[config.mk]
export PLATFORM = sky130hd
export DESIGN_NAME = mmdia_top
export DESIGN_NICKNAME = d
export VERILOG_FILES = /design/src/logic/mmdia_pkg.sv /design/src/logic/mmdia_ext_store.sv /design/src/logic/mmdia_top.sv
export SDC_FILE = /design/constraint.sdc
export NUM_CORES = 2
export LEC_CHECK = 0
export ABC_AREA = 1
export BUFFER_PORTS_ARGS = -buffer_cell sky130_fd_sc_hd__buf_4
export CORE_MARGIN = 2
export CORE_UTILIZATION = 60
export CTS_CLUSTER_DIAMETER = 120
export DETAILED_ROUTE_END_ITERATION = 10
export PLACE_DENSITY_LB_ADDON = 0.1
export SYNTH_ARGS = -nofsm -noshare
export SYNTH_HDL_FRONTEND = slang
export SYNTH_SLANG_ARGS = --single-unit
[constraint.sdc]
create_clock -name clk -period 4.4 [get_ports clk]
set_input_delay 0.88 -clock clk [delete_from_list [all_inputs] [get_ports clk]]
set_output_delay 0.88 -clock clk [all_outputs]
set_load 0.005 [all_outputs]
[src/logic/mmdia_pkg.sv]
// mmdia_pkg: constants for the indirect extended register access block.
// assumes one 16-bit clause 22 register port in front of the block.
package mmdia_pkg;

    // ********************************
    // register map and field layout
    // ********************************
    localparam int REG_ADDR_W = 5;
    localparam int DATA_W = 16;
    localparam logic [4:0] REG_CTRL = 5'h0d;
    localparam logic [4:0] REG_WINDOW = 5'h0e;
    localparam int FUNC_MSB = 15;
    localparam int FUNC_LSB = 14;
    localparam int SPACE_MSB = 4;
    localparam int SPACE_LSB = 0;

    // ********************************
    // field encodings
    // ********************************
    localparam logic [1:0] FUNC_ADDR = 2'h0;
    localparam logic [1:0] FUNC_DATA = 2'h1;
    localparam logic [1:0] FUNC_INC_RW = 2'h2;
    localparam logic [1:0] FUNC_INC_WR = 2'h3;
    localparam logic [4:0] SPACE_VENDOR = 5'h1f;
    localparam logic [4:0] SPACE_PMA = 5'h01;

    // ********************************
    // reset values
    // ********************************
    localparam logic [15:0] CTRL_RESET = 16'h0000;
    localparam logic [15:0] ADDR_RESET = 16'h0000;
    localparam logic [15:0] DATA_RESET = 16'h0000;
    localparam logic [15:0] READ_IDLE = 16'h0000;

    // ********************************
    // extended space storage defaults
    // ********************************
    localparam int EXT_DEPTH_DEF = 32;
    localparam int EXT_DEPTH_MAX = 32768;
    localparam int NUM_SPACES = 2;
    localparam int IDX_VENDOR = 0;
    localparam int IDX_PMA = 1;

endpackage : mmdia_pkg

[src/logic/mmdia_ext_store.sv]
// mmdia_ext_store: word storage behind one extended register space.
// assumes one write per cycle; the read port is combinational so the
// caller registers the answer.
`timescale 1ns/10ps

module mmdia_ext_store #(
    parameter int DEPTH = mmdia_pkg::EXT_DEPTH_DEF,
    parameter int IDX_W = $clog2(mmdia_pkg::EXT_DEPTH_DEF)
) (
    input wire logic clk,
    input wire logic nrst,
    input wire logic wr_en,
    input wire logic [IDX_W-1:0] wr_index,
    input wire logic [mmdia_pkg::DATA_W-1:0] wr_data,
    input wire logic [IDX_W-1:0] rd_index,
    output logic [mmdia_pkg::DATA_W-1:0] rd_data
);

    logic [mmdia_pkg::DATA_W-1:0] mem [DEPTH];

    // ********************************
    // elaboration checks
    // ********************************
    // the index must reach every word and nothing beyond
    if (DEPTH < 2 || (1 << IDX_W) != DEPTH) begin : g_bad_depth
        $error("DEPTH must be two to the power of IDX_W");
    end

    // ********************************
    // storage
    // ********************************
    // reset clears every word so reads before any write are defined
    always_ff @(posedge clk) begin
        if (!nrst) begin
            for (int i = 0; i < DEPTH; i++) begin
                mem[i] <= mmdia_pkg::DATA_RESET;
            end
        end else if (wr_en) begin
            mem[wr_index] <= wr_data;
        end
    end

    assign rd_data = mem[rd_index];

endmodule : mmdia_ext_store

[src/logic/mmdia_top.sv]
// mmdia_top: indirect access to two extended register spaces through
// an access control register and an address/data window register.
// assumes the serial management front end hands over one clause 22
// register read or write per cycle, synchronous to clk.
//
// Summary of operation
// - address function with pma target: window write loads the pma pointer
// - address function: window reads return the pointer, no side effects
// - data function: window write updates pointed register, pointer stays
// - data function: window read returns pointed register, pointer stays
// - rewriting control register never disturbs the stored pointers
// - data function with pma target reaches the pma space register
// - increment function: window write stores then advances pointer
// - inc both function: window read returns then advances pointer
// - write-only increment code accepted; window write advances pointer
// - both increment codes advance the pma pointer the same way on window writes
// - control bits 15:14 select address, data, inc both, inc writes
// - control bits 4:0 select the target extended space
// - window accesses with an unsupported target are ignored, read zero and raise window_ignored
// - write-only increment function: window reads keep the pointer
`timescale 1ns/10ps

module mmdia_top #(
    parameter int EXT_DEPTH = mmdia_pkg::EXT_DEPTH_DEF
) (
    input wire logic clk,
    input wire logic nrst,
    input wire logic [mmdia_pkg::REG_ADDR_W-1:0] reg_addr,
    input wire logic reg_wr,
    input wire logic reg_rd,
    input wire logic [mmdia_pkg::DATA_W-1:0] reg_wdata,
    output logic [mmdia_pkg::DATA_W-1:0] reg_rdata,
    output logic reg_rvalid,
    output logic window_ignored
);

    localparam int IDX_W = $clog2(EXT_DEPTH);

    // ********************************
    // elaboration checks
    // ********************************
    if (EXT_DEPTH < 2 || EXT_DEPTH > mmdia_pkg::EXT_DEPTH_MAX ||
        (EXT_DEPTH & (EXT_DEPTH - 1)) != 0) begin : g_bad_depth
        $error("EXT_DEPTH must be a power of two from 2 to 32768");
    end

    // ********************************
    // decode helpers
    // ********************************
    // shared by the write and read paths
    function automatic logic space_known(input logic [4:0] space);
        space_known = (space == mmdia_pkg::SPACE_VENDOR) ||
                      (space == mmdia_pkg::SPACE_PMA);
    endfunction : space_known

    function automatic logic space_slot(input logic [4:0] space);
        space_slot = (space == mmdia_pkg::SPACE_PMA);
    endfunction : space_slot

    // ********************************
    // state
    // ********************************
    logic [mmdia_pkg::DATA_W-1:0] access_ctrl;
    logic [mmdia_pkg::DATA_W-1:0] ext_addr [mmdia_pkg::NUM_SPACES];
    logic [mmdia_pkg::DATA_W-1:0] next_ext_addr [mmdia_pkg::NUM_SPACES];
    logic [mmdia_pkg::DATA_W-1:0] store_rdata [mmdia_pkg::NUM_SPACES];
    logic [mmdia_pkg::DATA_W-1:0] next_rdata;

    // ********************************
    // control field decode
    // ********************************
    wire [1:0] func;
    wire [4:0] target;
    wire target_ok;
    wire slot;
    wire [mmdia_pkg::DATA_W-1:0] cur_addr;
    wire in_range;
    wire [IDX_W-1:0] cur_index;

    assign func = access_ctrl[mmdia_pkg::FUNC_MSB:mmdia_pkg::FUNC_LSB];
    assign target = access_ctrl[mmdia_pkg::SPACE_MSB:mmdia_pkg::SPACE_LSB];
    assign target_ok = space_known(target);
    assign slot = space_slot(target);
    assign cur_addr = ext_addr[slot];
    // pointers beyond the built depth reach no storage
    assign in_range = (cur_addr[mmdia_pkg::DATA_W-1:IDX_W] == '0);
    assign cur_index = cur_addr[IDX_W-1:0];

    // ********************************
    // access decode
    // ********************************
    wire ctrl_wr;
    wire win_sel_wr;
    wire win_sel_rd;
    wire win_wr;
    wire win_rd;
    wire addr_fn;
    wire store_wr;
    wire inc_on_wr;
    wire inc_on_rd;
    wire bump;

    // a write in the same cycle as a read takes precedence
    assign ctrl_wr = reg_wr && (reg_addr == mmdia_pkg::REG_CTRL);
    assign win_sel_wr = reg_wr && (reg_addr == mmdia_pkg::REG_WINDOW);
    assign win_sel_rd = !reg_wr && reg_rd &&
                        (reg_addr == mmdia_pkg::REG_WINDOW);
    assign win_wr = win_sel_wr && target_ok;
    assign win_rd = win_sel_rd && target_ok;
    assign addr_fn = (func == mmdia_pkg::FUNC_ADDR);
    assign store_wr = win_wr && !addr_fn && in_range;
    assign inc_on_wr = win_wr && ((func == mmdia_pkg::FUNC_INC_RW) ||
                                  (func == mmdia_pkg::FUNC_INC_WR));
    assign inc_on_rd = win_rd && (func == mmdia_pkg::FUNC_INC_RW);
    assign bump = inc_on_wr || inc_on_rd;

    // ********************************
    // pointer update
    // ********************************
    for (genvar s = 0; s < mmdia_pkg::NUM_SPACES; s++) begin : g_ptr
        wire mine;
        assign mine = (slot == 1'(s));
        assign next_ext_addr[s] =
            (mine && win_wr && addr_fn) ? reg_wdata :
            (mine && bump) ? cur_addr + 16'h0001 :
            ext_addr[s];

        always_ff @(posedge clk) begin
            if (!nrst) begin
                ext_addr[s] <= mmdia_pkg::ADDR_RESET;
            end else begin
                ext_addr[s] <= next_ext_addr[s];
            end
        end

        mmdia_ext_store #(
            .DEPTH(EXT_DEPTH),
            .IDX_W(IDX_W)
        ) u_store (
            .clk(clk),
            .nrst(nrst),
            .wr_en(store_wr && mine),
            .wr_index(cur_index),
            .wr_data(reg_wdata),
            .rd_index(cur_index),
            .rd_data(store_rdata[s])
        );
    end

    // ********************************
    // control register
    // ********************************
    always_ff @(posedge clk) begin
        if (!nrst) begin
            access_ctrl <= mmdia_pkg::CTRL_RESET;
        end else if (ctrl_wr) begin
            access_ctrl <= reg_wdata;
        end
    end

    // ********************************
    // read path
    // ********************************
    wire ctrl_rd;
    wire [mmdia_pkg::DATA_W-1:0] win_data;

    assign ctrl_rd = !reg_wr && reg_rd && (reg_addr == mmdia_pkg::REG_CTRL);
    assign win_data = addr_fn ? cur_addr :
                      in_range ? store_rdata[slot] : mmdia_pkg::READ_IDLE;
    // other register numbers belong to neighbouring logic and read zero
    assign next_rdata = ctrl_rd ? access_ctrl :
                        win_rd ? win_data : mmdia_pkg::READ_IDLE;

    always_ff @(posedge clk) begin
        if (!nrst) begin
            reg_rdata <= mmdia_pkg::READ_IDLE;
            reg_rvalid <= 1'b0;
            window_ignored <= 1'b0;
        end else begin
            reg_rdata <= next_rdata;
            reg_rvalid <= !reg_wr && reg_rd;
            window_ignored <= (win_sel_wr || win_sel_rd) && !target_ok;
        end
    end

endmodule : mmdia_top

==> impl_metrics.json <==
{
  "outcome": "complete, no violations",
  "vias": 39300,
  "gp_congestion": 0.964,
  "slowest_stage": "buf_12",
  "rsz0062_at_grt": "no",
  "crit_top_cell": "nand2_1",
  "synthCells": 5400,
  "finalHoldViolations": 0,
  "drt_iter0_markers": 5272,
  "final_max_slew_viol_count": 0,
  "dieArea_um2": 86100,
  "yosysTopAreaCellShare_pct": 63.1,
  "period_needed_ns": 4.22,
  "switching_power_w": 0.00539,
  "firstDrtPassIters": 6,
  "cp-end-kind": "flop",
  "fp-row-count": 106,
  "combinationalPowerShare_pct": 7.2,
  "ir_drop_mv": 0.359,
  "netlist_area_um2": 50300,
  "grt-ovfl-total": 0,
  "hold_end": "access_ctrl[8]",
  "wire_per_inst_um": 24.4,
  "postCtsResizedCells": 0,
  "io_buffers": 42,
  "hp-class": "reg2reg",
  "synthArstFlopShare_pct": 0,
  "ys.flop_type": "edfxtp_1",
  "setup_tns_ns": 0,
  "pwr-share-clk_pct": 41.1,
  "worst-r2r-cell-count": 18,
  "crit_family": "simple AND/OR/NAND/NOR gates",
  "path_class": "reg2reg",
  "layout.nets": 5326,
  "fillCellCount": 6679,
  "r2r-start": "access_ctrl[2]",
  "synth_fp_nets": 5429,
  "grtUsageTotal_pct": 36.5,
  "maxCapViolations": 0,
  "synth_cell_types": 34,
  "vias_per_cell": 6.08,
  "synth_most_common_cell": "nand2_1",
  "cts_sinks": 1090,
  "cp.arrival_ns": 4.81,
  "totalWireLength_um": 158000,
  "r2r-end": "reg_rdata[11]",
  "first_global_vias": 36700,
  "clk_latency_ns": 0.68,
  "cp_slowest_stage_delay_ns": 0.44,
  "cp.required_ns": 4.98,
  "h-tree-depth": 3,
  "fmax_ghz": 0.237,
  "place_hpwl_um": 97300,
  "drive_above_1_share_pct": 8.48,
  "die_h_um": 293,
  "cellPowerDensity_nw_per_um2": 412,
  "worstSetupStartpointType": "flop",
  "grt_pass1_wl_um": 233000,
  "seqPwrFrac_pct": 51.7,
  "period_share_pct": 96.0,
  "ctsRootBufferMaster": "clkbuf_16",
  "chipWidth_um": 293,
  "synth.area.top_cells": "edfxtp_1, nand2_1, nor2_1",
  "clkTransAtPathRegs_ns": 0.06,
  "worst_clock_skew_ns": 0.0231,
  "cts_tree": "built",
  "area_growth_pct": 9.95,
  "setup_violations": 0,
  "cp_cell_sequence": "nor2_2, nand3_4, buf_4, nand2_2, nand2_4, buf_12, nand2_1, nand3_1, nand2_1, nand2_1, nand2_1, nor2_1, nand3_1, nand2_1, nand2_1, nand2_1, nand2_1, a21oi_1",
  "hold_depth": 2,
  "coreArea_um2": 83300,
  "worstHoldStart": "access_ctrl[8]",
  "ant_nets": 0,
  "p_leak_nw": 22.7,
  "reg2reg_setup_slack_ns": 0.18,
  "seq_area_frac_synth_pct": 64.5,
  "io-pin-count": 43,
  "intPower_w": 0.0174,
  "cts_buffers": 111,
  "dp_cells": 6264,
  "yosysTopAreaCell": "edfxtp_1",
  "initial_core_util_pct": 60.3,
  "crit_buf_inv": 2,
  "synth_top_cells_by_count": "nand2_1, nor2_1, edfxtp_1",
  "stdcell_count": 6472,
  "maxSlewHeadroom_pct": 21.3,
  "ctsHoldBuffers": 0,
  "switching_share_pct": 23.7,
  "drc_errors": 0,
  "synth_warnings": 0,
  "critPathMaxFanout": 166,
  "ys_ff_latch": 1090,
  "grt_start_max_net_pins": 167,
  "cts_setup_buffers": 0,
  "tightest_slew_ns": 1.18,
  "antenna_found_initial": 1,
  "clk_path_buf_depth": 3,
  "syn_area_per_cell_um2": 9.31,
  "synth_edf_count": 1056
}
## state kept, by name (all words and copies together), names as in the netlist
signal,count
access_ctrl,16
ext_addr,32
g_ptr.u_store.mem,1024
reg_rdata,16
reg_rvalid,1
window_ignored,1
## worst max path at each step
stage,from,end,slack (ns),depth (start not counted)
2_1_floorplan,access_ctrl[2],g_ptr[1].u_store.mem[31][0],0.93,16
3_3_place_gp,access_ctrl[0],reg_rdata[9],0.56,18
3_5_place_dp,access_ctrl[2],reg_rdata[9],0.53,17
4_1_cts,access_ctrl[2],reg_rdata[9],0.48,17
5_1_grt,access_ctrl[2],reg_rdata[9],0.10,17
6_report,access_ctrl[2],reg_rdata[11],0.18,18
## logic make-up after synthesis
family                     after synthesis  share of synthesized area (%)
DFF                                   1090                           64.5
xor gates and xnor gates                11                          0.192
buffers and inverters                  559                           4.46
AOI/OAI and AO/OA                      196                           1.98
and+or+nand+nor                       3540                           28.8
adders and majority gates                4                         0.0996
## power by group through the flow
stage	sequential, W	clock, W	combinational (W)
finish	0.0118	0.00937	0.00163
global route	0.0118	0.00974	0.00172
CTS	0.0118	0.00937	0.00159
detailed placement	0.0120	0	0.00158
global placement	0.0120	0	0.00157
floorplan	0.0120	0	0.000907
## cells in the final DEF, fill, tap and decap left out, drive strengths merged
| cell type | synthesis | final |
|---|---|---|
| a21oi | 124 | 124 |
| nor2 | 1156 | 1156 |
| o211ai | 3 | 3 |
| nand3b | 2 | 2 |
| nor4 | 1 | 1 |
| nor3 | 4 | 4 |
| buf | 119 | 193 |
| nand4 | 6 | 6 |
| xor2 | 11 | 11 |
| clkbuf | 290 | 141 |
| or2 | 8 | 8 |
| bufinv | 0 | 11 |
| diode | 0 | 2 |
| edfxtp | 1056 | 1056 |
| clkinvlp | 0 | 5 |
| ha | 4 | 4 |
| nand3 | 718 | 718 |
| dfxtp | 34 | 34 |
| o221ai | 1 | 1 |
| o21ai | 68 | 68 |
| nand2 | 1645 | 1645 |
| clkinv | 2 | 63 |
| inv | 148 | 136 |
## metal layers
layer	global-route usage (%)	vias up	wire (µm)
li1	-	17600	-
met3	7.34	485	18200
met1	49.7	18700	58800
met4	18.3	0	8680
met2	56.2	2511	71900
met5	0	-	0
## cell type report
cell class | instances | area [µm²] | share of cell area (%)
tap | 1080 | 1350 | 2.45
clock inverter | 65 | 609 | 1.10
clock buffer | 141 | 2940 | 5.33
timing repair buffer | 193 | 1700 | 3.08
sequential | 1090 | 32400 | 58.6
multi-input combinational | 3751 | 15700 | 28.4
antenna | 2 | 5.00 | 0.00906
inverter | 150 | 581 | 1.05
## worst register-to-register path: cells and delay by family, from the launching register on
kind / cells / cell delay (ns)
and+or+nand+nor: 15 / 2.69
buffers and inverters: 2 / 0.86
DFF: 1 / 0.41
AOI/OAI and AO/OA: 1 / 0.16
## metrics by stage
step | setup WS (ns) | total power (W) | instance area, µm² | hold WS, ns | util, %
final | 0.178 | 0.0228 | 55300 | 0.445 | 66.3
after CTS | 0.484 | 0.0227 | 55200 | 0.446 | 66.3
after global placement | 0.563 | 0.0136 | 51700 | 0.432 | 62.1
after floorplan | 0.929 | 0.0129 | 50300 | 0.424 | -
after detailed placement | 0.529 | 0.0136 | 51700 | 0.437 | 62.1
after global routing | 0.104 | 0.0233 | 55200 | 0.473 | 66.3
Note: power is estimated with default switching activity, not from simulation.
